### src/logic/tcc_pkg.sv
// constants, types and register map of the 8-bit capture timer
//==========================================================
// What this block does
// Three modes are offered: interval timer, event counter and input capture; the fourth mode code, idle, holds the count.
// Two 8-bit registers, compare/capture A and capture B, are not touched by reset.
// Timer mode counts the internal clock; a match with A raises the irq and restarts.
// The internal clock is one of five prescaler taps picked by clock select, tap select and slow mode.
// Writing 1 to the soft capture bit in timer or event mode copies the count to B.
// Event mode counts pin edges, rising or falling as the edge select bit says.
// Event mode raises the irq and clears the counter when the count matches A.
// The source keeps event pulses no faster than the high or low clock over sixteen.
// The source holds each pin level for at least two machine cycles.
// Capture mode free-runs; the active edge loads A, clears the counter, raises the irq.
// Capture mode loads B on the opposite edge and keeps counting.
// Capture mode overflow before the active edge writes ff to A and raises the irq.
// After a capture to A or an overflow, detection waits until software reads A.
// Software should read B before A when serving a capture irq.
// With start off the counter is held at zero; start counts up from zero.
package tcc_pkg;

    //==========================================================
    // register map, byte addresses
    localparam logic [7:0] ADDR_CTRL    = 8'h00;
    localparam logic [7:0] ADDR_CMP_A   = 8'h04;
    localparam logic [7:0] ADDR_CAP_B   = 8'h08;
    localparam logic [7:0] ADDR_EXT_CTL = 8'h0c;
    localparam logic [7:0] ADDR_STATUS  = 8'h10;
    localparam logic [7:0] ADDR_CLEAR   = 8'h14;
    localparam logic [7:0] ADDR_ENABLE  = 8'h18;

    localparam int         EDGE_SEL_BIT = 3;
    localparam int         ST_MATCH     = 0;
    localparam int         ST_CAP_A     = 1;
    localparam int         ST_OVF       = 2;
    localparam int         ST_CAP_B     = 3;
    localparam int         ST_W         = 4;
    localparam logic [7:0] CNT_FULL     = 8'hff;
    localparam logic [7:0] CTRL_RST     = 8'h00;

    //==========================================================
    // prescaler tap exponents
    localparam int FC_EXP0 = 12;
    localparam int FC_EXP1 = 10;
    localparam int FC_EXP2 = 7;
    localparam int FS_EXP0 = 4;
    localparam int FS_EXP1 = 2;

    //==========================================================
    // types
    typedef enum logic [1:0] {
        TCC_TIMER,
        TCC_EVENT,
        TCC_CAPTURE,
        TCC_IDLE
    } tcc_mode_t;

    typedef struct packed {
        logic       slow;
        logic       soft_capture_request;
        logic       prescaler_tap_select;
        logic       start;
        logic [1:0] clk_sel;
        logic [1:0] mode;
    } tcc_ctl_t;

    typedef struct packed {
        logic rise;
        logic fall;
    } tcc_edge_t;

endpackage : tcc_pkg

### src/logic/tcc_edge.sv
// pin synchroniser and edge detector
`timescale 1ns/1ps
`default_nettype none
module tcc_edge (
    input  wire logic        pclk,
    input  wire logic        presetn,
    input  wire logic        pin,
    output tcc_pkg::tcc_edge_t edge_pulse
);
    logic s1;
    logic s2;
    logic s3;

    //==========================================================
    // two stages, then a third for edge history
    always_ff @(posedge pclk or negedge presetn) begin
        if (!presetn) begin
            s1 <= 1'b0;
            s2 <= 1'b0;
            s3 <= 1'b0;
        end else begin
            s1 <= pin;
            s2 <= s1;
            s3 <= s2;
        end
    end

    assign edge_pulse.rise = s2 & ~s3;
    assign edge_pulse.fall = ~s2 & s3;

endmodule : tcc_edge
`default_nettype wire

### src/logic/tcc_prescaler.sv
// prescaler: high and low frequency tap enables
`timescale 1ns/1ps
`default_nettype none
module tcc_prescaler #(
    parameter int FS_DIV = 8
) (
    input  wire logic       pclk,
    input  wire logic       presetn,
    input  wire logic       prescaler_tap_select,
    input  wire logic       slow,
    input  wire logic [1:0] clk_sel,
    output logic            tick
);
    localparam int FSW = (FS_DIV > 2) ? $clog2(FS_DIV) : 1;

    if (FS_DIV < 2) begin : g_bad_div
        $error("FS_DIV must be at least 2");
    end

    logic [tcc_pkg::FC_EXP0-1:0] div;
    logic [FSW-1:0]              fs_cnt;
    logic                        fs_en;
    logic [tcc_pkg::FS_EXP0-1:0] fsd;
    logic                        fc0;
    logic                        fc1;
    logic                        fc2;
    logic                        fs0;
    logic                        fs1;

    //==========================================================
    // high clock is pclk itself; low clock is an enable every FS_DIV
    always_ff @(posedge pclk or negedge presetn) begin
        if (!presetn) begin
            div <= '0;
        end else begin
            div <= div + 1'b1;
        end
    end

    always_ff @(posedge pclk or negedge presetn) begin
        if (!presetn) begin
            fs_cnt <= '0;
        end else if (fs_en) begin
            fs_cnt <= '0;
        end else begin
            fs_cnt <= fs_cnt + 1'b1;
        end
    end

    assign fs_en = (fs_cnt == FSW'(FS_DIV - 1));

    always_ff @(posedge pclk or negedge presetn) begin
        if (!presetn) begin
            fsd <= '0;
        end else if (fs_en) begin
            fsd <= fsd + 1'b1;
        end
    end

    assign fc0 = &div[tcc_pkg::FC_EXP0-1:0];
    assign fc1 = &div[tcc_pkg::FC_EXP1-1:0];
    assign fc2 = &div[tcc_pkg::FC_EXP2-1:0];
    assign fs0 = fs_en & (&fsd[tcc_pkg::FS_EXP0-1:0]);
    assign fs1 = fs_en & (&fsd[tcc_pkg::FS_EXP1-1:0]);

    //==========================================================
    // tap mux; slow mode has only the low clock over sixteen
    always_comb begin
        tick = 1'b0;
        if (slow) begin
            tick = (clk_sel == 2'h0) & fs0;
        end else begin
            case (clk_sel)
                2'h0:    tick = prescaler_tap_select ? fs0 : fc0;
                2'h1:    tick = prescaler_tap_select ? fs1 : fc1;
                2'h2:    tick = fc2;
                default: tick = 1'b0;
            endcase
        end
    end

endmodule : tcc_prescaler
`default_nettype wire

### src/logic/tcc_timer.sv
// 8-bit timer/counter with event count and input capture, APB slave
//
// The APB slave port and the placing of the registers were chosen for this implementation.
`timescale 1ns/1ps
`default_nettype none
module tcc_timer #(
    parameter int FS_DIV = 8
) (
    input  wire logic        pclk,
    input  wire logic        presetn,
    input  wire logic        psel,
    input  wire logic        penable,
    input  wire logic        pwrite,
    input  wire logic [7:0]  paddr,
    input  wire logic [31:0] pwdata,
    output logic [31:0]      prdata,
    output logic             pready,
    output logic             pslverr,
    input  wire logic        timer_input_pin,
    output logic             timer_irq
);
    tcc_pkg::tcc_ctl_t       timer_control_reg;
    tcc_pkg::tcc_mode_t      mode;
    tcc_pkg::tcc_edge_t      pin_edge;
    logic [7:0]              ext_int_control_reg;
    logic [7:0]              compare_capture_a;
    logic [7:0]              capture_b;
    logic [7:0]              cnt;
    logic [7:0]              cnt_inc;
    logic [tcc_pkg::ST_W-1:0] status;
    logic [tcc_pkg::ST_W-1:0] irq_enable;
    logic [tcc_pkg::ST_W-1:0] status_set;
    logic [tcc_pkg::ST_W-1:0] status_clr;
    logic                    armed;
    logic                    soft_pend;
    logic                    int_tick;
    logic                    ev_tick;
    logic                    active_edge;
    logic                    other_edge;
    logic                    running;
    logic                    count_mode;
    logic                    match;
    logic                    cap_a_ev;
    logic                    cap_b_ev;
    logic                    ovf_ev;
    logic                    wr;
    logic                    rd;
    logic                    hit;
    logic                    rd_a;
    logic [31:0]             rdata;

    if (FS_DIV < 2) begin : g_bad_div
        $error("FS_DIV must be at least 2");
    end

    //==========================================================
    // submodules
    tcc_prescaler #(
        .FS_DIV (FS_DIV)
    ) u_presc (
        .pclk                 (pclk),
        .presetn              (presetn),
        .prescaler_tap_select (timer_control_reg.prescaler_tap_select),
        .slow                 (timer_control_reg.slow),
        .clk_sel              (timer_control_reg.clk_sel),
        .tick                 (int_tick)
    );

    tcc_edge u_edge (
        .pclk       (pclk),
        .presetn    (presetn),
        .pin        (timer_input_pin),
        .edge_pulse (pin_edge)
    );

    //==========================================================
    // mode decode and events
    assign mode    = tcc_pkg::tcc_mode_t'(timer_control_reg.mode);
    assign running = timer_control_reg.start;
    assign cnt_inc = cnt + 8'h01;

    // edge select 0: rising counts / is active
    assign active_edge = ext_int_control_reg[tcc_pkg::EDGE_SEL_BIT]
                       ? pin_edge.fall : pin_edge.rise;
    assign other_edge  = ext_int_control_reg[tcc_pkg::EDGE_SEL_BIT]
                       ? pin_edge.rise : pin_edge.fall;

    always_comb begin
        count_mode = 1'b0;
        ev_tick    = 1'b0;
        case (mode)
            tcc_pkg::TCC_TIMER: begin
                count_mode = 1'b1;
                ev_tick    = int_tick;
            end
            tcc_pkg::TCC_EVENT: begin
                count_mode = 1'b1;
                ev_tick    = active_edge;
            end
            tcc_pkg::TCC_CAPTURE: begin
                count_mode = 1'b0;
                ev_tick    = int_tick;
            end
            default: begin
                count_mode = 1'b0;
                ev_tick    = 1'b0;
            end
        endcase
    end

    // match is on the incremented value, so A sets the period in ticks
    assign match    = running & count_mode & ev_tick
                    & (cnt_inc == compare_capture_a);
    assign cap_a_ev = running & (mode == tcc_pkg::TCC_CAPTURE)
                    & armed & active_edge;
    assign cap_b_ev = running & (mode == tcc_pkg::TCC_CAPTURE)
                    & armed & other_edge;
    // an active edge in the same cycle takes priority over the overflow
    assign ovf_ev   = running & (mode == tcc_pkg::TCC_CAPTURE) & armed
                    & ~active_edge & int_tick
                    & (cnt == tcc_pkg::CNT_FULL);

    //==========================================================
    // up-counter
    always_ff @(posedge pclk or negedge presetn) begin
        if (!presetn) begin
            cnt <= 8'h00;
        end else if (!running) begin
            cnt <= 8'h00;
        end else if (match || cap_a_ev) begin
            cnt <= 8'h00;
        end else if (ev_tick) begin
            cnt <= cnt_inc;
        end
    end

    //==========================================================
    // APB decode; zero wait states
    assign wr     = psel & penable & pwrite;
    assign rd     = psel & penable & ~pwrite;
    assign pready = 1'b1;
    assign rd_a   = rd & (paddr == tcc_pkg::ADDR_CMP_A);

    always_comb begin
        hit   = 1'b1;
        rdata = 32'h0000_0000;
        if (paddr == tcc_pkg::ADDR_CTRL) begin
            rdata[7:0] = {timer_control_reg[7], 1'b0, timer_control_reg[5:0]};
        end else if (paddr == tcc_pkg::ADDR_CMP_A) begin
            rdata[7:0] = compare_capture_a;
        end else if (paddr == tcc_pkg::ADDR_CAP_B) begin
            rdata[7:0] = capture_b;
        end else if (paddr == tcc_pkg::ADDR_EXT_CTL) begin
            rdata[7:0] = ext_int_control_reg;
        end else if (paddr == tcc_pkg::ADDR_STATUS) begin
            rdata[tcc_pkg::ST_W-1:0] = status;
        end else if (paddr == tcc_pkg::ADDR_CLEAR) begin
            rdata = 32'h0000_0000;
        end else if (paddr == tcc_pkg::ADDR_ENABLE) begin
            rdata[tcc_pkg::ST_W-1:0] = irq_enable;
        end else begin
            hit = 1'b0;
        end
    end

    assign prdata  = rd ? rdata : 32'h0000_0000;
    assign pslverr = psel & penable & ~hit;

    //==========================================================
    // control registers
    always_ff @(posedge pclk or negedge presetn) begin
        if (!presetn) begin
            timer_control_reg <= tcc_pkg::CTRL_RST;
        end else if (wr && paddr == tcc_pkg::ADDR_CTRL) begin
            timer_control_reg <= pwdata[7:0];
            timer_control_reg.soft_capture_request <= 1'b0;
        end
    end

    always_ff @(posedge pclk or negedge presetn) begin
        if (!presetn) begin
            ext_int_control_reg <= 8'h00;
        end else if (wr && paddr == tcc_pkg::ADDR_EXT_CTL) begin
            ext_int_control_reg <= pwdata[7:0];
        end
    end

    always_ff @(posedge pclk or negedge presetn) begin
        if (!presetn) begin
            irq_enable <= '0;
        end else if (wr && paddr == tcc_pkg::ADDR_ENABLE) begin
            irq_enable <= pwdata[tcc_pkg::ST_W-1:0];
        end
    end

    // soft capture: one-cycle request, reads back as zero
    always_ff @(posedge pclk or negedge presetn) begin
        if (!presetn) begin
            soft_pend <= 1'b0;
        end else begin
            soft_pend <= wr && paddr == tcc_pkg::ADDR_CTRL
                      && pwdata[6] && mode != tcc_pkg::TCC_CAPTURE;
        end
    end

    //==========================================================
    // timer registers; no reset on purpose
    always_ff @(posedge pclk) begin
        if (cap_a_ev) begin
            compare_capture_a <= cnt;
        end else if (ovf_ev) begin
            compare_capture_a <= tcc_pkg::CNT_FULL;
        end else if (wr && paddr == tcc_pkg::ADDR_CMP_A) begin
            compare_capture_a <= pwdata[7:0];
        end
    end

    always_ff @(posedge pclk) begin
        if (cap_b_ev) begin
            capture_b <= cnt;
        end else if (soft_pend) begin
            capture_b <= cnt;
        end
    end

    //==========================================================
    // capture arm; a read of A re-enables detection
    always_ff @(posedge pclk or negedge presetn) begin
        if (!presetn) begin
            armed <= 1'b1;
        end else if (cap_a_ev || ovf_ev) begin
            armed <= 1'b0;
        end else if (rd_a) begin
            armed <= 1'b1;
        end
    end

    //==========================================================
    // interrupt status; set wins over clear
    assign status_set = {cap_b_ev, ovf_ev, cap_a_ev, match};
    assign status_clr = (wr && paddr == tcc_pkg::ADDR_CLEAR)
                      ? pwdata[tcc_pkg::ST_W-1:0] : '0;

    always_ff @(posedge pclk or negedge presetn) begin
        if (!presetn) begin
            status <= '0;
        end else begin
            status <= (status & ~status_clr) | status_set;
        end
    end

    // the capture-B bit is status only; enable it to wake on B too
    assign timer_irq = |(status & irq_enable);
endmodule : tcc_timer
`default_nettype wire

### config.mk
export PLATFORM = sky130hd
export DESIGN_NAME = tcc_timer
export DESIGN_NICKNAME = d
export VERILOG_FILES = /design/src/logic/tcc_pkg.sv /design/src/logic/tcc_edge.sv /design/src/logic/tcc_prescaler.sv /design/src/logic/tcc_timer.sv
export SDC_FILE = /design/constraint.sdc
export NUM_CORES = 1
export LEC_CHECK = 0
export BUFFER_PORTS_ARGS = -buffer_cell sky130_fd_sc_hd__buf_4
export CAP_MARGIN = 20
export CORE_ASPECT_RATIO = 1.1
export CORE_MARGIN = 4
export CORE_UTILIZATION = 55
export CTS_CLUSTER_DIAMETER = 60
export DETAILED_ROUTE_END_ITERATION = 6
export PLACE_DENSITY = 0.8
export SLEW_MARGIN = 25
export SYNTH_ARGS = -nofsm -noshare
export SYNTH_HDL_FRONTEND = slang
export SYNTH_HIERARCHICAL = 1
export SYNTH_SLANG_ARGS = --single-unit
### constraint.sdc
create_clock -name pclk -period 3.5 [get_ports pclk]
set_input_delay 0.525 -clock pclk [delete_from_list [all_inputs] [get_ports pclk]]
set_output_delay 0.525 -clock pclk [all_outputs]
set_load 0.01 [all_outputs]
## Word-level counts from Yosys, hierarchy flattened

Index checks and enable logic that the tools add are counted.

| storage, ports and cells | value |
|---|---|
| input bits | 46 |
| output and inout port bits | 35 |
| register bits | 71 |
| logic and storage cells | 125 |

| cells by class | value |
|---|---|
| reductions and logical operators | 23 |
| eq/ne operators | 15 |
| multiplexer cells | 35 |
| add/subtract/negate cells | 4 |
| bitwise gates (word level) | 29 |

Operator list:

| cell | number |
|---|---|
| 8-bit two-way mux | 13 |
| 8-bit by 5-bit equality test with 1-bit output (second input constant) | 3 |
| 1-bit AND | 20 |
| 8-bit by 4-bit equality test with 1-bit output (second input constant) | 2 |
| 4-bit two-way mux | 4 |
| 1-bit two-way mux | 15 |
| 12-bit by 1-bit adder with 12-bit output (second input constant) | 1 |
| 12-bit AND reduction | 1 |
| 10-bit AND reduction | 1 |
| 8-bit by 1-bit adder with 8-bit output (second input constant) | 1 |
| 4-bit AND | 2 |
| 8-bit by 3-bit equality test with 1-bit output (second input constant) | 1 |
| 8-bit equality test | 1 |
| 8-bit equality test (second input constant) | 1 |
| 8-bit zero test | 1 |
| 1-bit logical AND | 7 |
| 7-bit AND reduction | 1 |
| 1-bit inverter | 5 |
| 4-bit by 1-bit adder with 4-bit output (second input constant) | 1 |
| 2-bit by 1-bit equality test with 1-bit output (second input constant) | 2 |
| 2-bit equality test (second input constant) | 2 |
| 2-bit zero test | 2 |
| 4-bit inverter | 1 |
| 4-bit bitwise OR | 1 |
| other kinds (14) | 17 |

## Longest topological paths before layout

Gate-level depths: netlist of run 1.

| logic depth | value |
|---|---|
| word-level depth | 11 |
| depth in mapped cells | 11 |

## By module

The synthesis of run 1 kept the hierarchy.

Modules (own cells, without submodules):

| module | area each (µm²) | instances | cells each |
|---|---|---|---|
| tcc_timer | 2909.0 | 1 | 272 |
| tcc_prescaler | 835.8 | 1 | 65 |
| tcc_edge | 90.1 | 1 | 5 |

## Worst setup path before layout of run 1

No wires, ideal clock.

| timing path | value |
|---|---|
| path kind | input-to-output |
| from | input paddr[0] |
| to | output prdata[3] |
| stages | 6 |
| path buffers | 1 |
| arrival time | 2.220 ns |
| data required time | 2.975 ns |
| setup slack | 0.755 ns |
| cell sequence | or4_4 > or2_1 > buf_6 > or4_2 > o211ai_1 > nor2_1 |

| on the way | value |
|---|---|
| longest elaborated chain between the ends | 9 |

RTL lines:

| item | line | source |
|---|---|---|
| start, declared | tcc_timer.sv:14 | `input wire logic [7:0] paddr,` |
| 8-bit by 5-bit equality test with 1-bit output | tcc_timer.sv:159 | `end else if (paddr == tcc_pkg::ADDR_ENABLE) begin` |
| 4-bit two-way mux | tcc_timer.sv:159 |  |
| 4-bit two-way mux | tcc_timer.sv:157 | `end else if (paddr == tcc_pkg::ADDR_CLEAR) begin` |
| 4-bit two-way mux | tcc_timer.sv:155 | `end else if (paddr == tcc_pkg::ADDR_STATUS) begin` |
| 8-bit two-way mux | tcc_timer.sv:153 | `end else if (paddr == tcc_pkg::ADDR_EXT_CTL) begin` |
| 8-bit two-way mux | tcc_timer.sv:151 | `end else if (paddr == tcc_pkg::ADDR_CAP_B) begin` |
| 8-bit two-way mux | tcc_timer.sv:149 | `end else if (paddr == tcc_pkg::ADDR_CMP_A) begin` |
| 8-bit two-way mux (*) | tcc_timer.sv:147 | `if (paddr == tcc_pkg::ADDR_CTRL) begin` |
| 8-bit two-way mux (*) | tcc_timer.sv:166 | `assign prdata = rd ? rdata : 32'h0000_0000;` |
| end, declared | tcc_timer.sv:16 | `output logic [31:0] prdata,` |

Mark *: on every way between the ends. The rest lies on a longest branch, timed or not.

## Worst setup path after layout of run 1

Ends and elaborated chain as after synthesis.

==> results of run 1 <==
[final cells by class]
class	instances	area, um2	area share, %
Timing Repair Buffer	36	270	6.39
Inverter	5	18.8	0.444
Tap cell	82	103	2.42
Clock inverter	5	58.8	1.39
Clock buffer	11	131	3.10
Sequential cell	71	1860	43.9
Multi-Input combinational cell	250	1790	42.3
[metal layers]
metal,part of all wire [%],GRT usage (%),wire length [um],vias up
li1,-,-,-,1248
met1,43,28.4,3480,1297
met2,47,32.5,3800,102
met3,7.7,3.54,621,13
met4,1.9,8.31,149,0
met5,0,0,0,-
[critical path, stage by stage]
cell	delay, ns
buf_4	0.11
or4_4	0.53
or2_1	0.32
or4_2	0.60
o211ai_1	0.20
nor2_1	0.09
buf_4	0.15
[kinds of logic after synthesis]
| kind of cell | share of synthesized area [%] |
|---|---|
| XOR/XNOR | 6.62 |
| multiplexers | 10.4 |
| other | 0.196 |
| AND/OR/NAND/NOR | 15.4 |
| flip-flops | 48.5 |
| buffers and inverters | 7.08 |
| AO/OA/AOI/OAI | 10.2 |
| adder cells (fa/ha/maj) | 1.63 |
[cells in the mapped netlist, drive strengths merged, types with 3 or more instances]
| cell type | count | area share, % |
|---|---|---|
| mux2 | 21 | 6.2 |
| nand2 | 20 | 2.0 |
| xor2 | 11 | 2.5 |
| nand3 | 9 | 1.3 |
| a21oi | 9 | 1.2 |
| nand2b | 5 | 0.82 |
| or3 | 3 | 0.52 |
| buf | 31 | 5.8 |
| clkbuf | 8 | 0.78 |
| ha | 5 | 1.6 |
| o22a | 9 | 2.1 |
| mux2i | 14 | 3.7 |
| dfrtp | 54 | 35 |
| nor3 | 6 | 0.78 |
| nor2 | 23 | 2.3 |
| edfxtp | 16 | 13 |
| xnor2 | 18 | 4.1 |
| nor2b | 5 | 0.82 |
| o21ai | 8 | 1.0 |
| inv | 5 | 0.49 |
| nand4 | 6 | 1.1 |
| a211oi | 11 | 2.2 |
| nor4 | 6 | 1.5 |
[power breakdown]
group,leakage (nW),internal (mW),switching [mW]
clock,0.0895,0.329,0.305
sequential,0.883,0.850,0.00436
combinational,0.885,0.0348,0.0591
[stage by stage]
stage	hold WS, ns	area (um2)
2_1_floorplan	0.229	3920
3_3_place_gp	0.334	4040
3_5_place_dp	0.335	4040
4_1_cts	0.242	4230
5_1_grt	0.268	4230
6_report	0.218	4230
[worst paths after layout]
path	start	to	slack, ns	cells after the start
worst max-delay path	paddr[0]	prdata[3]	0.46	7
worst min-delay path	presetn	status[3]$_DFF_PN0_	0.22	1
worst max register to register	u_presc/fs_cnt[0]$_DFF_PN0_	compare_capture_a[1]$_DFFE_PP_	0.59	11
worst min register to register	u_edge/s1$_DFF_PN0_	u_edge/s2$_DFF_PN0_	0.35	0
max in group asynchronous	presetn	mode[1]$_DFFE_PN0P_	2.79	1
min in group pclk	timer_input_pin	u_edge/s1$_DFF_PN0_	0.28	1
==> flow_metrics.py, run 1 <==
metrics = {
    "job": {
        "maxCapViolCount": 0,
    },
    "finish": {
        "stdcell_count": 460,
        "largest_register_ffs": 12,
        "layout_common_cells": "dfrtp_1, buf_4, conb_1, nor2_1, mux2_2",
        "nFillCells": 538,
        "top_register": "u_presc/div",
        "syn_to_final_growth_pct": 10.3,
        "layout_commonest_cell": "dfrtp_1",
        "n_antenna_cell": 0,
        "num-nets-final": 424,
        "utilization_pct": 63.4,
        "drive_above_1_share_pct": 22.8,
    },
    "synth": {
        "synthDistinctLibCells": 62,
        "synth-edff-count": 16,
        "synth-async-reset-ratio_pct": 77.5,
        "ys_seq_area_share_pct": 48.5,
        "synth-main-ff-cell": "dfrtp_1",
        "syn-cell-area_um2": 3830,
        "postSynthCellCount": 342,
        "ys_ff_latch": 71,
        "synth_warnings": 6,
        "avgSynthCellArea_um2": 11.2,
    },
    "clocking": {
        "ctsResizeCount": 0,
        "cts_tree": "yes",
        "clk_pin_slew_ns": 0.08,
        "cts_root_buf": "clkbuf_8",
        "htree_levels": 3,
        "cts_buffers": 9,
        "clock_latency_ns": 0.34,
        "post_cts_buffers": 0,
        "cts.sinks": 71,
        "clock_path_buffers": 2,
        "hold_buffers": 0,
    },
    "hold_path": {
        "hp-class": "primary input to asynchronous set/reset pin",
    },
    "floorplan": {
        "die_w_um": 87.6,
        "core_um2": 6670,
        "fp.dieH_um": 95.6,
        "num_rows": 31,
        "num_io_pins": 81,
        "initial_core_util_pct": 57.5,
        "fp.dieArea_um2": 8370,
    },
    "detailed_routing": {
        "ant_nets": 0,
        "routed_wl_mm": 8.05,
        "drtPass1Iterations": 4,
        "routed-via-count": 2660,
        "routedWlPerCell_um": 17.5,
        "drtIter0Drc": 217,
        "drc": 0,
        "vias_per_cell": 5.78,
    },
    "timing": {
        "worst_clock_skew_ns": 0.00924,
        "maxSlewViolCount": 0,
        "setup_slack_ns": 0.459,
        "finalCriticalPeriod_ns": 3.04,
        "fmax_mhz": 329,
        "rsz0062_at_grt": "false",
        "finalHoldViolCount": 0,
        "slew_headroom_pct": 39.4,
        "setup_viol": 0,
        "fin_tns_setup_ns": 0,
        "worst-slew-pin-transition_ns": 0.901,
        "finalCritPeriodShare_pct": 86.9,
    },
    "placed_design": {
        "dp_hpwl_mm": 5.65,
        "dp_cells": 444,
        "io_buffer_count": 31,
        "preCtsSetupSlack_ns": 0.474,
        "routabilityCongestion": 0.889,
    },
    "critical_path": {
        "worstPathRequired_ns": 2.97,
        "crit_path_end_kind": "primary output",
        "crit_fanout": 6,
        "start_kind": "primary input",
        "cp.arrival_ns": 2.52,
        "path_class": "primary input to primary output",
    },
    "global_routing": {
        "overflow": 0,
        "grt_use_total_pct": 20.7,
        "grt_max_degree": 56,
        "grt_pass1_vias": 2582,
        "grt_pass1_wl_mm": 13.0,
        "antenna_found_initial": 0,
    },
    "pwr": {
        "cellLeakagePower_nw": 1.86,
        "finalPower_mw": 1.58,
        "power.density_nw_per_um2": 374,
        "peakVddDrop_v": 0.000240,
    },
    "outcome": {
        "status": "complete, no violations",
    },
}
Power figures use the tool's default switching activity.
==> run 2: changes to the inputs <==
==> constraint.sdc (replaced) <==
create_clock -name pclk -period 3.5 [get_ports pclk]
set_input_delay 0.35 -clock pclk [delete_from_list [all_inputs] [get_ports pclk]]
set_output_delay 0.35 -clock pclk [all_outputs]
set_load 0.01 [all_outputs]
==> run 2 against run 1 <==
  * Via count rose by 1.7%
  * Critical path depth grew 4
  * Maximum frequency is 6.6% higher
  * Register-to-register slack better by 0.06 ns
  * Cell count unchanged
==> flow_metrics.py, run 2 (synthesized netlist as in run 1, its figures left out) <==
metrics = {
    "outcome": {
        "status": "complete, no violations",
    },
    "critical_path": {
        "path_class": "register to register",
        "max_stage_delay_ns": 0.41,
        "worstPathRequired_ns": 3.55,
        "cp.arrival_ns": 2.90,
        "start_kind": "register",
        "cp_cell_sequence": "ha_1, ha_1, nand2_2, or3b_1, o31ai_1, o2bb2ai_1, nand2_1, nor4_1, nor2_1, o22ai_1, buf_4",
        "cp_slowest_cell": "nor4_1",
        "crit_fanout": 8,
        "crit_path_end_kind": "register",
        "crit_path_frequent_cell": "ha_1",
    },
    "clocking": {
        "clk_pin_slew_ns": 0.07,
        "cts_root_buf": "clkbuf_8",
        "cts_tree": "yes",
        "post_cts_buffers": 0,
        "ctsResizeCount": 0,
        "hold_buffers": 0,
        "clock_latency_ns": 0.35,
        "cts_buffers": 9,
        "clock_path_buffers": 2,
        "cts.sinks": 71,
        "htree_levels": 3,
    },
    "floorplan": {
        "core_um2": 6670,
        "initial_core_util_pct": 57.5,
        "fp.dieH_um": 95.6,
        "fp.dieArea_um2": 8370,
        "die_w_um": 87.6,
        "num_io_pins": 81,
        "num_rows": 31,
    },
    "finish": {
        "drive_above_1_share_pct": 23.0,
        "num-nets-final": 424,
        "n_antenna_cell": 0,
        "nFillCells": 525,
        "seqCellArea_um2": 1860,
        "largest_register_ffs": 12,
        "syn_to_final_growth_pct": 11.6,
        "layout_common_cells": "dfrtp_1, buf_4, conb_1, nor2_1, mux2_2",
        "layout_commonest_cell": "dfrtp_1",
        "top_register": "u_presc/div",
        "multi_input_area_um2": 1790,
    },
    "global_routing": {
        "busiest_layer": "met2",
        "grt_pass1_wl_mm": 12.8,
        "overflow": 0,
        "grt.met3_usage_pct": 3.54,
        "grt_max_degree": 56,
        "grt_use_total_pct": 20.5,
        "grt_pass1_vias": 2469,
        "grt_use_met2_pct": 30.5,
        "antenna_found_initial": 0,
        "met1_usage_pct": 28.6,
    },
    "hold_path": {
        "hp-class": "primary input to asynchronous set/reset pin",
    },
    "timing": {
        "finalHoldViolCount": 0,
        "finalCritPeriodShare_pct": 81.5,
        "setup_viol": 0,
        "fin_tns_setup_ns": 0,
        "worst_clock_skew_ns": 0.00526,
        "slew_headroom_pct": 43.6,
        "maxSlewViolCount": 0,
        "rsz0062_at_grt": "false",
        "whs_ns": 0.0383,
        "fmax_mhz": 351,
        "finalCriticalPeriod_ns": 2.85,
        "worst-slew-pin-transition_ns": 0.839,
    },
    "detailed_routing": {
        "drtIter0Drc": 193,
        "routed-via-count": 2705,
        "vias_per_cell": 5.88,
        "drtPass1Iterations": 4,
        "drc": 0,
        "routedWlPerCell_um": 17.2,
        "ant_nets": 0,
        "routed_wl_mm": 7.91,
    },
    "placed_design": {
        "io_buffer_count": 31,
        "routabilityCongestion": 0.924,
        "dp_hpwl_mm": 5.58,
    },
    "pwr": {
        "peakVddDrop_v": 0.000223,
        "power.density_nw_per_um2": 393,
        "cellLeakagePower_nw": 1.89,
    },
    "job": {
        "maxCapViolCount": 0,
    },
}
-- run 2: layout make-up --
cell class / count / share of cell area, %
tap: 82 / 2.40
inverter: 5 / 0.438
sequential: 71 / 43.4
multi-input combinational: 250 / 41.8
clock inverter: 2 / 0.292
timing repair buffer: 36 / 6.31
clock buffer: 14 / 5.32
-- run 2: layer usage --
layer / vias up / share of wire (%)
met1: 1324 / 44
met4: 0 / 2.4
met2: 108 / 46
met3: 16 / 8.3
met5: - / 0
li1: 1257 / -
-- run 2: path summary, 6_finish.rpt --
path,start,to,slack [ns],cells after the start
setup / recovery,u_presc/fs_cnt[0]$_DFF_PN0_,compare_capture_a[4]$_DFFE_PP_,0.65,11
hold / removal,presetn,u_presc/fs_cnt[1]$_DFF_PN0_,0.04,1
setup reg to reg,u_presc/fs_cnt[0]$_DFF_PN0_,compare_capture_a[4]$_DFFE_PP_,0.65,11
hold reg to reg,u_edge/s1$_DFF_PN0_,u_edge/s2$_DFF_PN0_,0.36,0
max in group asynchronous,presetn,status[0]$_DFF_PN0_,2.99,1
min in group pclk,timer_input_pin,u_edge/s1$_DFF_PN0_,0.11,1
-- run 2: stage by stage --
step           cells  total power [mW]  area [um2]  utilization [%]  worst slack [ns]
3_5_place_dp     444             0.965        4040             60.6             0.695
3_3_place_gp     444             0.962        4040             60.6             0.769
2_1_floorplan    365             0.941        3920                -             0.914
5_1_grt          460              1.75        4280             64.2             0.402
4_1_cts          460              1.69        4280             64.2             0.645
6_report         460              1.68        4280             64.2             0.648
-- run 2: critical path, delay by kind of cell (launching register included) --
family | cells | cell delay (ns)
simple gates | 5 | 1.11
buf+inv | 1 | 0.22
compound gates | 3 | 0.44
fa+ha+maj | 2 | 0.44
flops | 1 | 0.36
-- run 2: report_power, final --
part / internal [mW] / switching (mW)
logic: 0.0348 / 0.0593
registers: 0.850 / 0.00422
clock network: 0.429 / 0.306
total: 1.31 / 0.370
